<file path="config.mk">
export PLATFORM = sky130hd
export DESIGN_NAME = rdl_port
export DESIGN_NICKNAME = d
export VERILOG_FILES = /design/src/rdl_pkg.sv /design/src/rdl_sync.sv /design/src/rdl_port.sv
export VERILOG_INCLUDE_DIRS = /design/src /design/src/src
export SDC_FILE = /design/constraint.sdc
export NUM_CORES = 1
export LEC_CHECK = 0
export ABC_CLOCK_PERIOD_IN_PS = 2950
export BUFFER_PORTS_ARGS = -buffer_cell sky130_fd_sc_hd__buf_2
export CORE_MARGIN = 4
export CORE_UTILIZATION = 25
export DETAILED_ROUTE_END_ITERATION = 16
export GPL_ROUTABILITY_DRIVEN = 0
export GPL_TIMING_DRIVEN = 0
export PLACE_DENSITY = 0.42
export SLEW_MARGIN = 15
export SYNTH_ARGS = -nofsm -noshare
export SYNTH_HDL_FRONTEND = slang
export SYNTH_SLANG_ARGS = --single-unit
</file>
<file path="constraint.sdc">
create_clock -name core_clk -period 2.95 [get_ports core_clk]
set_clock_uncertainty 0.15 [all_clocks]
set_input_delay 0.59 -clock core_clk [delete_from_list [all_inputs] [get_ports core_clk]]
set_output_delay 0.59 -clock core_clk [all_outputs]
set_load 0.005 [all_outputs]
</file>
<file path="src/rdl_regs.svh">
// Timing and reset constants of the receive rail and data-link port.
// Assumes inclusion by bare name from files under src/.
`ifndef RDL_REGS_SVH
`define RDL_REGS_SVH
`define RDL_FRAME_BITS 193
`define RDL_SLOT_OFFSET 1
`define RDL_BITS_PER_SLOT 8
`define RDL_SYNC_WIDTH 5
`define RDL_RST_LEVEL 1'h0
`define RDL_RST_POS 8'h00
`endif

</file>
<file path="src/rdl_pkg.sv">
// Types of the receive rail and data-link port.
// Assumes nothing beyond a SystemVerilog compiler.
package rdl_pkg;
   typedef enum logic [1:0] {
      RDL_NONE,
      RDL_NEG,
      RDL_POS,
      RDL_BAD
   } rdl_pulse_t;
endpackage : rdl_pkg

</file>
<file path="src/rdl_sync.sv">
// Two-stage synchroniser for a group of asynchronous pins.
// Assumes the pins are quasi-static relative to core_clk.
`timescale 1ns/10ps
module rdl_sync #(
   parameter int WIDTH = 1
) (
   input wire logic core_clk,
   input wire logic reset,
   input wire logic [WIDTH-1:0] async_in,
   output logic [WIDTH-1:0] sync_out
);
   logic [WIDTH-1:0] meta;

   // First stage is read only by the second
   always_ff @(posedge core_clk) begin
      if (reset) begin
         meta <= '0;
         sync_out <= '0;
      end else begin
         meta <= async_in;
         sync_out <= meta;
      end
   end
endmodule : rdl_sync

</file>
<file path="src/rdl_port.sv">
// Receive rail input decode, receive clock and rail outputs, data-link port.
// Assumes pins are asynchronous and the config/line inputs are core_clk.
//
// Summary of operation
// The line clock samples the rail inputs only in dual-rail mode.
// Rail inputs are captured on the falling edge of the line clock.
// Rail pairs decode as 00 none, 01 negative, 10 positive, 11 invalid.
// A unipolar source drives one rail and holds the other low.
// The receive clock output follows the recovered or dejittered clock.
// Rail outputs change on the rising receive clock edge, one per polarity.
// Link data is NRZ line data that changes on the falling clock edge.
// Every received bit appears on the link data output.
// The gapped clock pulses high in the clock low phase of selected bits.
// The link controller takes only bits marked by the gapped clock.
// Selected bits come from config inputs referenced to frame position.
`timescale 1ns/10ps
`include "rdl_regs.svh"
module rdl_port #(
   parameter int FRAME_BITS = `RDL_FRAME_BITS,
   parameter int SLOT_OFFSET = `RDL_SLOT_OFFSET
) (
   input wire logic core_clk,
   input wire logic reset,
   input wire logic rx_line_clock_in,
   input wire logic rx_pos_rail_in,
   input wire logic rx_neg_rail_in,
   input wire logic recovered_line_clock,
   input wire logic dejittered_clock,
   input wire logic dual_rail_input_select,
   input wire logic jitter_clock_select_control,
   input wire logic line_bit_valid,
   input wire logic line_pos_pulse,
   input wire logic line_neg_pulse,
   input wire logic frame_start,
   input wire logic [4:0] link_slot,
   input wire logic [7:0] link_bit_mask,
   output logic rx_clock_out,
   output logic rx_pos_rail_out,
   output logic rx_neg_rail_out,
   output logic rx_link_data_out,
   output logic rx_link_gapped_clock,
   output logic rail_code_invalid
);
   import rdl_pkg::*;

   // ==========================================================
   // Pin synchronisers
   logic [4:0] pin_s;
   logic line_clk_prev;
   logic line_clk_s, pos_s, neg_s, rec_s, dej_s;

   rdl_sync #(.WIDTH(`RDL_SYNC_WIDTH)) u_sync (
      .core_clk(core_clk),
      .reset(reset),
      .async_in({rx_line_clock_in, rx_pos_rail_in, rx_neg_rail_in,
                 recovered_line_clock, dejittered_clock}),
      .sync_out(pin_s)
   );
   assign {line_clk_s, pos_s, neg_s, rec_s, dej_s} = pin_s;

   function automatic rdl_pulse_t rdl_decode(input logic p, input logic n);
      rdl_decode = rdl_pulse_t'({p, n} == 2'h3 ? RDL_BAD :
                   p ? RDL_POS : n ? RDL_NEG : RDL_NONE);
   endfunction : rdl_decode

   // ==========================================================
   // Rail capture
   logic capture;
   rdl_pulse_t pend;

   always_ff @(posedge core_clk) begin
      if (reset)
         line_clk_prev <= `RDL_RST_LEVEL;
      else
         line_clk_prev <= line_clk_s;
   end

   // Line clock ignored unless dual-rail mode
   assign capture = dual_rail_input_select
                    & line_clk_prev & ~line_clk_s;

   always_ff @(posedge core_clk) begin
      if (reset) begin
         pend <= RDL_NONE;
         rail_code_invalid <= `RDL_RST_LEVEL;
      end else begin
         rail_code_invalid <= `RDL_RST_LEVEL;
         if (capture) begin
            pend <= rdl_decode(pos_s, neg_s);
            rail_code_invalid <= pos_s & neg_s;
         end else if (!dual_rail_input_select && line_bit_valid) begin
            pend <= rdl_decode(line_pos_pulse, line_neg_pulse);
            rail_code_invalid <= line_pos_pulse & line_neg_pulse;
         end
      end
   end

   // ==========================================================
   // Receive clock and rail outputs
   logic clk_sel, clk_rise, clk_fall;

   assign clk_sel = jitter_clock_select_control ? dej_s : rec_s;
   assign clk_rise = clk_sel & ~rx_clock_out;
   assign clk_fall = ~clk_sel & rx_clock_out;

   always_ff @(posedge core_clk) begin
      if (reset)
         rx_clock_out <= `RDL_RST_LEVEL;
      else
         rx_clock_out <= clk_sel;
   end

   // Invalid pairs leave both rails low
   always_ff @(posedge core_clk) begin
      if (reset) begin
         rx_pos_rail_out <= `RDL_RST_LEVEL;
         rx_neg_rail_out <= `RDL_RST_LEVEL;
      end else if (clk_rise) begin
         rx_pos_rail_out <= (pend == RDL_POS);
         rx_neg_rail_out <= (pend == RDL_NEG);
      end
   end

   // ==========================================================
   // Frame position and slot selection
   logic [7:0] bit_pos;
   logic [7:0] rel_pos;
   logic slot_hit;

   always_ff @(posedge core_clk) begin
      if (reset)
         bit_pos <= `RDL_RST_POS;
      else if (clk_rise) begin
         if (frame_start || bit_pos == 8'(FRAME_BITS - 1))
            bit_pos <= `RDL_RST_POS;
         else
            bit_pos <= bit_pos + 8'h01;
      end
   end

   assign rel_pos = bit_pos - 8'(SLOT_OFFSET);
   assign slot_hit = (bit_pos >= 8'(SLOT_OFFSET))
                     && (rel_pos[7:3] == link_slot)
                     && link_bit_mask[rel_pos[2:0]];

   // ==========================================================
   // Data-link output and gapped clock
   always_ff @(posedge core_clk) begin
      if (reset)
         rx_link_data_out <= `RDL_RST_LEVEL;
      else if (clk_fall)
         rx_link_data_out <= rx_pos_rail_out | rx_neg_rail_out;
   end

   // High only while the receive clock is low
   always_ff @(posedge core_clk) begin
      if (reset)
         rx_link_gapped_clock <= `RDL_RST_LEVEL;
      else if (clk_fall)
         rx_link_gapped_clock <= slot_hit;
      else if (clk_rise)
         rx_link_gapped_clock <= `RDL_RST_LEVEL;
   end

   // ==========================================================
   // Checks
   a_line_clk_ignored: assert property (@(posedge core_clk) disable iff (reset)
      !dual_rail_input_select && !line_bit_valid |=> $stable(pend))
      else $error("line clock used outside dual-rail mode");

   a_capture_on_fall: assert property (@(posedge core_clk) disable iff (reset)
      capture |-> $fell(line_clk_s))
      else $error("rail capture not on line clock fall");

   a_decode_value: assert property (@(posedge core_clk) disable iff (reset)
      capture |=> pend == ($past(pos_s) ? ($past(neg_s) ? RDL_BAD : RDL_POS)
                           : ($past(neg_s) ? RDL_NEG : RDL_NONE)))
      else $error("rail pair decoded wrongly");

   a_decode_invalid: assert property (@(posedge core_clk) disable iff (reset)
      capture && pos_s && neg_s |=> rail_code_invalid)
      else $error("invalid rail pair not flagged");

   a_clock_follow: assert property (@(posedge core_clk) disable iff (reset)
      ##1 rx_clock_out == $past(jitter_clock_select_control ?
                                dej_s : rec_s))
      else $error("receive clock not from selected source");

   a_rails_on_rise: assert property (@(posedge core_clk) disable iff (reset)
      $changed(rx_pos_rail_out) || $changed(rx_neg_rail_out)
      |-> $rose(rx_clock_out))
      else $error("rail output changed off rising clock");

   a_rail_polarity: assert property (@(posedge core_clk) disable iff (reset)
      $rose(rx_clock_out) |-> rx_pos_rail_out == ($past(pend) == RDL_POS)
      && rx_neg_rail_out == ($past(pend) == RDL_NEG))
      else $error("rail output polarity wrong");

   a_link_on_fall: assert property (@(posedge core_clk) disable iff (reset)
      $changed(rx_link_data_out) |-> $fell(rx_clock_out))
      else $error("link data changed off falling clock");

   a_link_all_bits: assert property (@(posedge core_clk) disable iff (reset)
      $fell(rx_clock_out) |-> rx_link_data_out ==
      ($past(rx_pos_rail_out) | $past(rx_neg_rail_out)))
      else $error("link data lost a received bit");

   a_gap_low_phase: assert property (@(posedge core_clk) disable iff (reset)
      rx_link_gapped_clock |-> !rx_clock_out)
      else $error("gapped clock high in clock high phase");

   a_gap_selected: assert property (@(posedge core_clk) disable iff (reset)
      $fell(rx_clock_out) |-> rx_link_gapped_clock == $past(slot_hit))
      else $error("gapped clock does not follow slot selection");

   a_gap_on_fall: assert property (@(posedge core_clk) disable iff (reset)
      $rose(rx_link_gapped_clock) |-> $fell(rx_clock_out))
      else $error("gapped clock rose off falling clock");

   a_rails_exclusive: assert property (@(posedge core_clk) disable iff (reset)
      !(rx_pos_rail_out && rx_neg_rail_out))
      else $error("both rail outputs high");

   a_frame_restart: assert property (@(posedge core_clk) disable iff (reset)
      $rose(rx_clock_out) && $past(frame_start) |-> bit_pos == 8'h00)
      else $error("frame start did not restart bit position");
endmodule : rdl_port

</file>
==> results of run 1 <==
==> synth_stat cells, drive strengths merged <==
cell type / number
a211oi: 3
ha: 5
o21bai: 1
or4b: 1
o21a: 1
and3: 1
nor2b: 12
mux4: 1
a31oi: 1
xnor2: 9
a21oi: 7
nor4: 2
clkbuf: 2
a22oi: 2
nand2: 7
buf: 7
or4: 1
inv: 6
o211ai: 1
nand4: 3
xor2: 5
nand3: 4
nor4b: 1
dfxtp: 27
and4: 1
a31o: 1
mux2i: 3
nor2: 14
nor3: 4
mux2: 2
o32ai: 1
o21ai: 3
and2: 1
o211a: 1
o221ai: 1
nor3b: 1
a21o: 1
nand2b: 4
nand3b: 3
==> critical path: stages (launching register included) <==
cell and delay (ns):
dfxtp_1 0.39, buf_6 0.17, inv_1 0.07, ha_1 0.14, buf_4 0.17, or4b_4 0.48
or4_1 0.41, o211a_1 0.23, o211ai_2 0.14, o32ai_1 0.11
==> per-layer routing <==
| metal | vias up | track usage | part of all wire |
|---|---|---|---|
| met4 | 0 | 0.01495 | 0.0058 |
| met3 | 2 | 0.03145 | 0.051 |
| li1 | 593 | - | - |
| met2 | 17 | 0.1627 | 0.48 |
| met5 | - | 0 | 0 |
| met1 | 498 | 0.1188 | 0.46 |
==> worst max path at each step <==
stage                           startpoint                   end  depth (start not counted)
3_5_place_dp                    bit_pos[0]  rx_link_gapped_clock                          9
4_1_cts                         bit_pos[0]  rx_link_gapped_clock                          9
2_1_floorplan                   bit_pos[0]  rx_link_gapped_clock                          9
3_3_place_gp   jitter_clock_select_control  rx_link_gapped_clock                          7
5_1_grt                         bit_pos[0]  rx_link_gapped_clock                          9
6_report                        bit_pos[0]  rx_link_gapped_clock                          9
==> area by class of cell <==
type / instances / area share
flip-flops and latches: 27 / 0.3231
multi-input cells: 109 / 0.4525
well taps: 70 / 0.05236
inverters: 6 / 0.01346
repair buffers: 31 / 0.09275
clock buffers: 4 / 0.02693
plain buffers: 9 / 0.03889
==> metrics by stage <==
step                      power [W]  worst slack [ns]
final                     0.0006839            0.3679
after global routing      0.0007219            0.2516
after CTS                 0.0006934            0.3580
after detailed placement  0.0004867            0.3886
after global placement    0.0004838            0.3984
after floorplan           0.0004518            0.5908
==> sequential cells by signal (all words and copies together), names as in the netlist <==
register,cells
u_sync.sync_out,5
rx_pos_rail_out,1
rx_link_data_out,1
rx_clock_out,1
pend,2
u_sync.meta,5
rail_code_invalid,1
bit_pos,8
rx_neg_rail_out,1
rx_link_gapped_clock,1
line_clk_prev,1
==> cell families (layout without fill, tap and decap cells) <==
logic type                 count (synthesis)  count (layout)  synth area share
DFF                                       27              27            0.3902
xor gates and xnor gates                  14              14           0.08853
and+or+nand+nor                           60              60            0.2394
AOI/OAI and AO/OA                         24              24            0.1192
buffers and inverters                     15              50           0.06323
muxes                                      6               6           0.05420
adders and majority gates                  5               5           0.04517
==> power groups by stage <==
stage,sequential (W),clock [W],combinational (W)
after floorplan,0.000388,0,0.0000641
after global routing,0.000382,0.000232,0.000107
after CTS,0.000381,0.000215,0.0000982
after global placement,0.000389,0,0.0000947
final,0.000380,0.000206,0.0000971
after detailed placement,0.000389,0,0.0000976
==> metrics.cfg, run 1 <==
[clocking]
cts_buffer_depth=2
cts_tree=built
postCtsSetupBuffers=0
cts_buffers=3
clock_sinks=27
clk-insertion-delay-late_ns=0.27
clk_pin_slew_ns=0.09
ctsHoldBuffers=0
h-tree-depth=1
cts-resized-gates=0
root_buffer=clkbuf_8

[final_layout]
fillers=566
fin_cells=256
regArea_um2=540.5
synthToLayoutAreaGrowth_pct=20.78
antenna_cells=0
multi_input_area_um2=757.0
final_area_um2=1673
final_common_cell=buf_2
drive_gt1_frac=0.2473
finish.utilization=0.3194
final_nets=218
layout_common_cells=buf_2, dfxtp_1, nor2_1

[min_path]
min_path_type=flip-flop to flip-flop
whs_endpoint=u_sync.sync_out[4]
whs_path_depth=1
min_from=u_sync.meta[4]

[global_route]
antenna_found_initial=0
grt_pass1_vias=1112
overflow=0
grt_max_degree=15
grt_pass1_wl_um=5023
grt.total_usage=0.09553

[yosys]
synth_fp_nets=182
synth.largest_area_cell=dfxtp_1
synth.area.top_cells=dfxtp_1, xnor2_1, nor2b_1
syn_avg_cell_area_um2=9.173
synth.distinct_cells=42
synth_seq_cells=27
synth_cells=151
yosys_warnings=0
yosysSeqAreaShare=0.3902
syn_area_um2=1385
synth_top_area_share=0.3902

[floorplan]
initial_core_util=0.2645
fp.dieH_um=82.44
chipWidth_um=82.44
core_um2=5238
dieArea_um2=6796
rows=26
pin_count=32

[placed_design]
placedCellCount=252
place_area_um2=1628
dp_hpwl_um=2445
portBuffers=31

[flow_run]
max-cap-violations=0

[sta]
rsz0062_at_grt=no
finalSetupViolCount=0
tightest_slew_ns=0.6149
setup_tns_ns=0
maxSlewHeadroom=0.5863
period_share=0.8753
drv_slew=0
hold_violations=0
fmax_ghz=0.3873
holdWs_ns=0.2904
post-route-min-period_ns=2.582

[pwr]
power_frac_seq=0.556
leakagePower_nw=0.6909
power.internal_w=0.0005222
p_comb_frac=0.142
swShare=0.2364
power.share.clock=0.302
switching_power_w=0.0001617
p_per_area_nw_per_um2=408.8
vdd_ir_drop_max_mv=0.3057

[critical_path]
ff2ff_setup_slack_ns=0.37
critical_path_class=flip-flop to flip-flop
startpoint_type=flip-flop
cp_max_fo=10
reg2reg_from=bit_pos[0]
reg2regPathDepth=9
cp.arrival_ns=2.58
crit_path_end_kind=flip-flop
cp_data_required_time_ns=2.95
r2r-end=rx_link_gapped_clock

[outcome]
status=finished clean

[drt]
wl_per_cell_um=12.18
ant_nets=0
drtIter0Drc=24
wl_um=3119
viasPerCell=4.336
route.detailed.drc=0
first_pass_iters=4
vias=1110

Note: power is estimated with default switching activity, not from simulation.
==> inputs of run 2 (changes only) <==
--- a/config.mk
+++ b/config.mk
@@ -6,6 +6,7 @@
 export SDC_FILE = /design/constraint.sdc
 export NUM_CORES = 1
 export LEC_CHECK = 0
+export ABC_AREA = 1
 export ABC_CLOCK_PERIOD_IN_PS = 2950
 export BUFFER_PORTS_ARGS = -buffer_cell sky130_fd_sc_hd__buf_2
 export CORE_MARGIN = 4
==> metrics.cfg, run 2 <==
[final_layout]
final_common_cell=nand2_1
fillers=616  ; +8.8%
layout_common_cells=nand2_1, inv_1, nor2_1
antenna_cells=0  ; unchanged
regArea_um2=540.5  ; unchanged
drive_gt1_frac=0.1727  ; -0.07462
synthToLayoutAreaGrowth_pct=20.00
regMostFlops=bit_pos
multi_input_area_um2=711.9  ; -6.0%
fin_cells=321  ; +25%
final_nets=281  ; +29%
top_regs=bit_pos (8), u_sync.meta (5), u_sync.sync_out (5)
largest_reg_flops=8  ; unchanged

[placed_design]
placedCellCount=317  ; +26%
portBuffers=30  ; -3.2%
dp_hpwl_um=2441  ; -0.15%

[yosys]
synth_top_area_share=0.3789  ; -0.01130
synth_seq_cells=27  ; unchanged
synth.area.top_cells=dfxtp_1, nand2_1, inv_1
yosysSeqAreaShare=0.3789  ; -0.01130
synth_ff_type=dfxtp_1
synth.distinct_cells=25  ; -40%
yosys_warnings=0  ; unchanged
syn_avg_cell_area_um2=6.634  ; -28%
synthArstFlopShare=0  ; unchanged
synth_fp_nets=246  ; +35%
synth_common_cells=nand2_1, inv_1, nor2_1
syn_area_um2=1426  ; +3.0%
synth.most_common_cell=nand2_1
synth.largest_area_cell=dfxtp_1
synth_cells=215  ; +42%
synth-edff-count=0  ; unchanged

[drt]
drtIter0Drc=32  ; +33%
wl_per_cell_um=9.474  ; -22%
vias=1274  ; +15%
viasPerCell=3.969  ; -8.5%
wl_um=3041  ; -2.5%
ant_nets=0  ; unchanged
route.detailed.drc=0  ; unchanged
first_pass_iters=4  ; unchanged

[global_route]
grt.total_usage=0.08598  ; -0.009546
grtUsageMet3=0.01876  ; -0.01270
grt.busiest_layer=met2
overflow=0  ; unchanged
antenna_found_initial=0  ; unchanged
grtUsageMet2=0.1385  ; -0.02418
grt_pass1_vias=1137  ; +2.2%
grt_max_degree=15  ; unchanged
grt_pass1_wl_um=5023  ; unchanged
grt_use_met1=0.1130  ; -0.005774

[flow_run]
max-cap-violations=0  ; unchanged

[sta]
drv_slew=0  ; unchanged
holdWs_ns=0.2550  ; -0.03541 ns
rsz0062_at_grt=no
maxSlewHeadroom=0.7102  ; +0.1239
tightest_slew_ns=0.4347  ; -0.1802 ns
setup_tns_ns=0  ; unchanged
fmax_ghz=0.4984  ; +29%
period_share=0.6801  ; -0.1952
post-route-min-period_ns=2.006  ; -0.5758 ns
finalSetupViolCount=0  ; unchanged
hold_violations=0  ; unchanged

[min_path]
min_path_type=flip-flop to flip-flop

[floorplan]
dieArea_um2=6978  ; +2.7%
rows=27  ; +3.8%
core_um2=5507  ; +5.1%
chipWidth_um=83.54  ; +1.3%
initial_core_util=0.2590  ; -0.005421
fp.dieH_um=83.54  ; +1.3%
pin_count=32  ; unchanged

[critical_path]
critical_path_class=primary input to flip-flop
slowest_delay_ns=0.28  ; -0.20 ns
ff2ff_setup_slack_ns=1.01  ; +0.64 ns
cp_max_fo=6  ; -4
crit_slowest_cell=ha_1
cp.arrival_ns=2.02  ; -0.56 ns
crit_path_end_kind=flip-flop
cp_data_required_time_ns=2.97  ; +0.02 ns
crit_family=simple AND/OR/NAND/NOR gates
startpoint_type=primary input
worstPathCellList=buf_2 -> nand2_1 -> o21ai_0 -> inv_1 -> ha_1 -> inv_2 -> nor3_4 -> nand2_2 -> nor2_4 -> nand3_2 -> nor2_1 -> nor3b_2
cp_num_buf_inv=3  ; unchanged

[pwr]
leakagePower_nw=0.8918  ; +29%
p_per_area_nw_per_um2=420.0  ; +2.7%
vdd_ir_drop_max_mv=0.2124  ; -31%

[clocking]
clock_sinks=27  ; unchanged
cts_buffer_depth=2  ; unchanged
ctsHoldBuffers=0  ; unchanged
root_buffer=clkbuf_8
cts-resized-gates=0  ; unchanged
clk_pin_slew_ns=0.09  ; about the same
postCtsSetupBuffers=0  ; unchanged
h-tree-depth=1  ; unchanged
clk-insertion-delay-late_ns=0.27  ; about the same
cts_tree=built
cts_buffers=3  ; unchanged

[outcome]
status=finished clean

## run 2: changes by cell type in the layout (fill, tap and decap cells not counted), sizes merged, moves of 3 or more
cell / previous run / this run
nor2: 14 / 36
nand2: 7 / 61
buf: 38 / 32
inv: 6 / 41
nand2b: 4 / 0
mux2i: 3 / 0
xnor2: 9 / 2
nand3: 4 / 15
nand4: 3 / 0
nand3b: 3 / 0
nor2b: 12 / 0
## run 2: final timing paths
check,from,endpoint,cells past startpoint
max,jitter_clock_select_control,bit_pos[7],12
min,u_sync.meta[0],u_sync.sync_out[0],2
min reg2reg,u_sync.meta[0],u_sync.sync_out[0],2
max reg2reg,bit_pos[0],bit_pos[3],7
## run 2: cell families after synthesis
| family | synth area share |
|---|---|
| AND/OR/NAND/NOR | 0.3526 |
| AO/OA/AOI/OAI | 0.05965 |
| XOR/XNOR | 0.04298 |
| buffers and inverters | 0.1219 |
| flip-flops | 0.3789 |
| adder cells (fa/ha/maj) | 0.04386 |
## run 2: worst min-delay path: cells and delay by family (launching register included)
kind,cells,cell delay (ns)
buffers and inverters,1,0.04
and+or+nand+nor,1,0.03
DFF,1,0.31
## run 2: where the power goes
part / switching, W / internal (W)
logic: 0.0000710 / 0.0000523
registers: 0.00000904 / 0.000379
clock network: 0.000111 / 0.0000967
## run 2: through the flow
step	setup slack [ns]	utilization	area [um2]	power (W)
after global placement	0.6277	0.3027	1667	0.0005228
after global routing	0.7852	0.3108	1712	0.0007737
after detailed placement	0.6056	0.3027	1667	0.0005221
final	0.9437	0.3108	1712	0.0007189
after floorplan	0.9558	-	1426	0.0004808
after CTS	0.8998	0.3108	1712	0.0007318
## run 2: per-layer routing
metal	wire length, um	part of all wire
met1	1494	0.49
met4	42	0.014
met5	0	0
met3	117	0.038
met2	1385	0.46
## run 2: area by class of cell
type,count,area share
well taps,72,0.05263
repair buffers,30,0.08772
plain buffers,4,0.01170
inverters,41,0.08991
clock buffers,4,0.02632
flip-flops and latches,27,0.3158
multi-input cells,143,0.4159
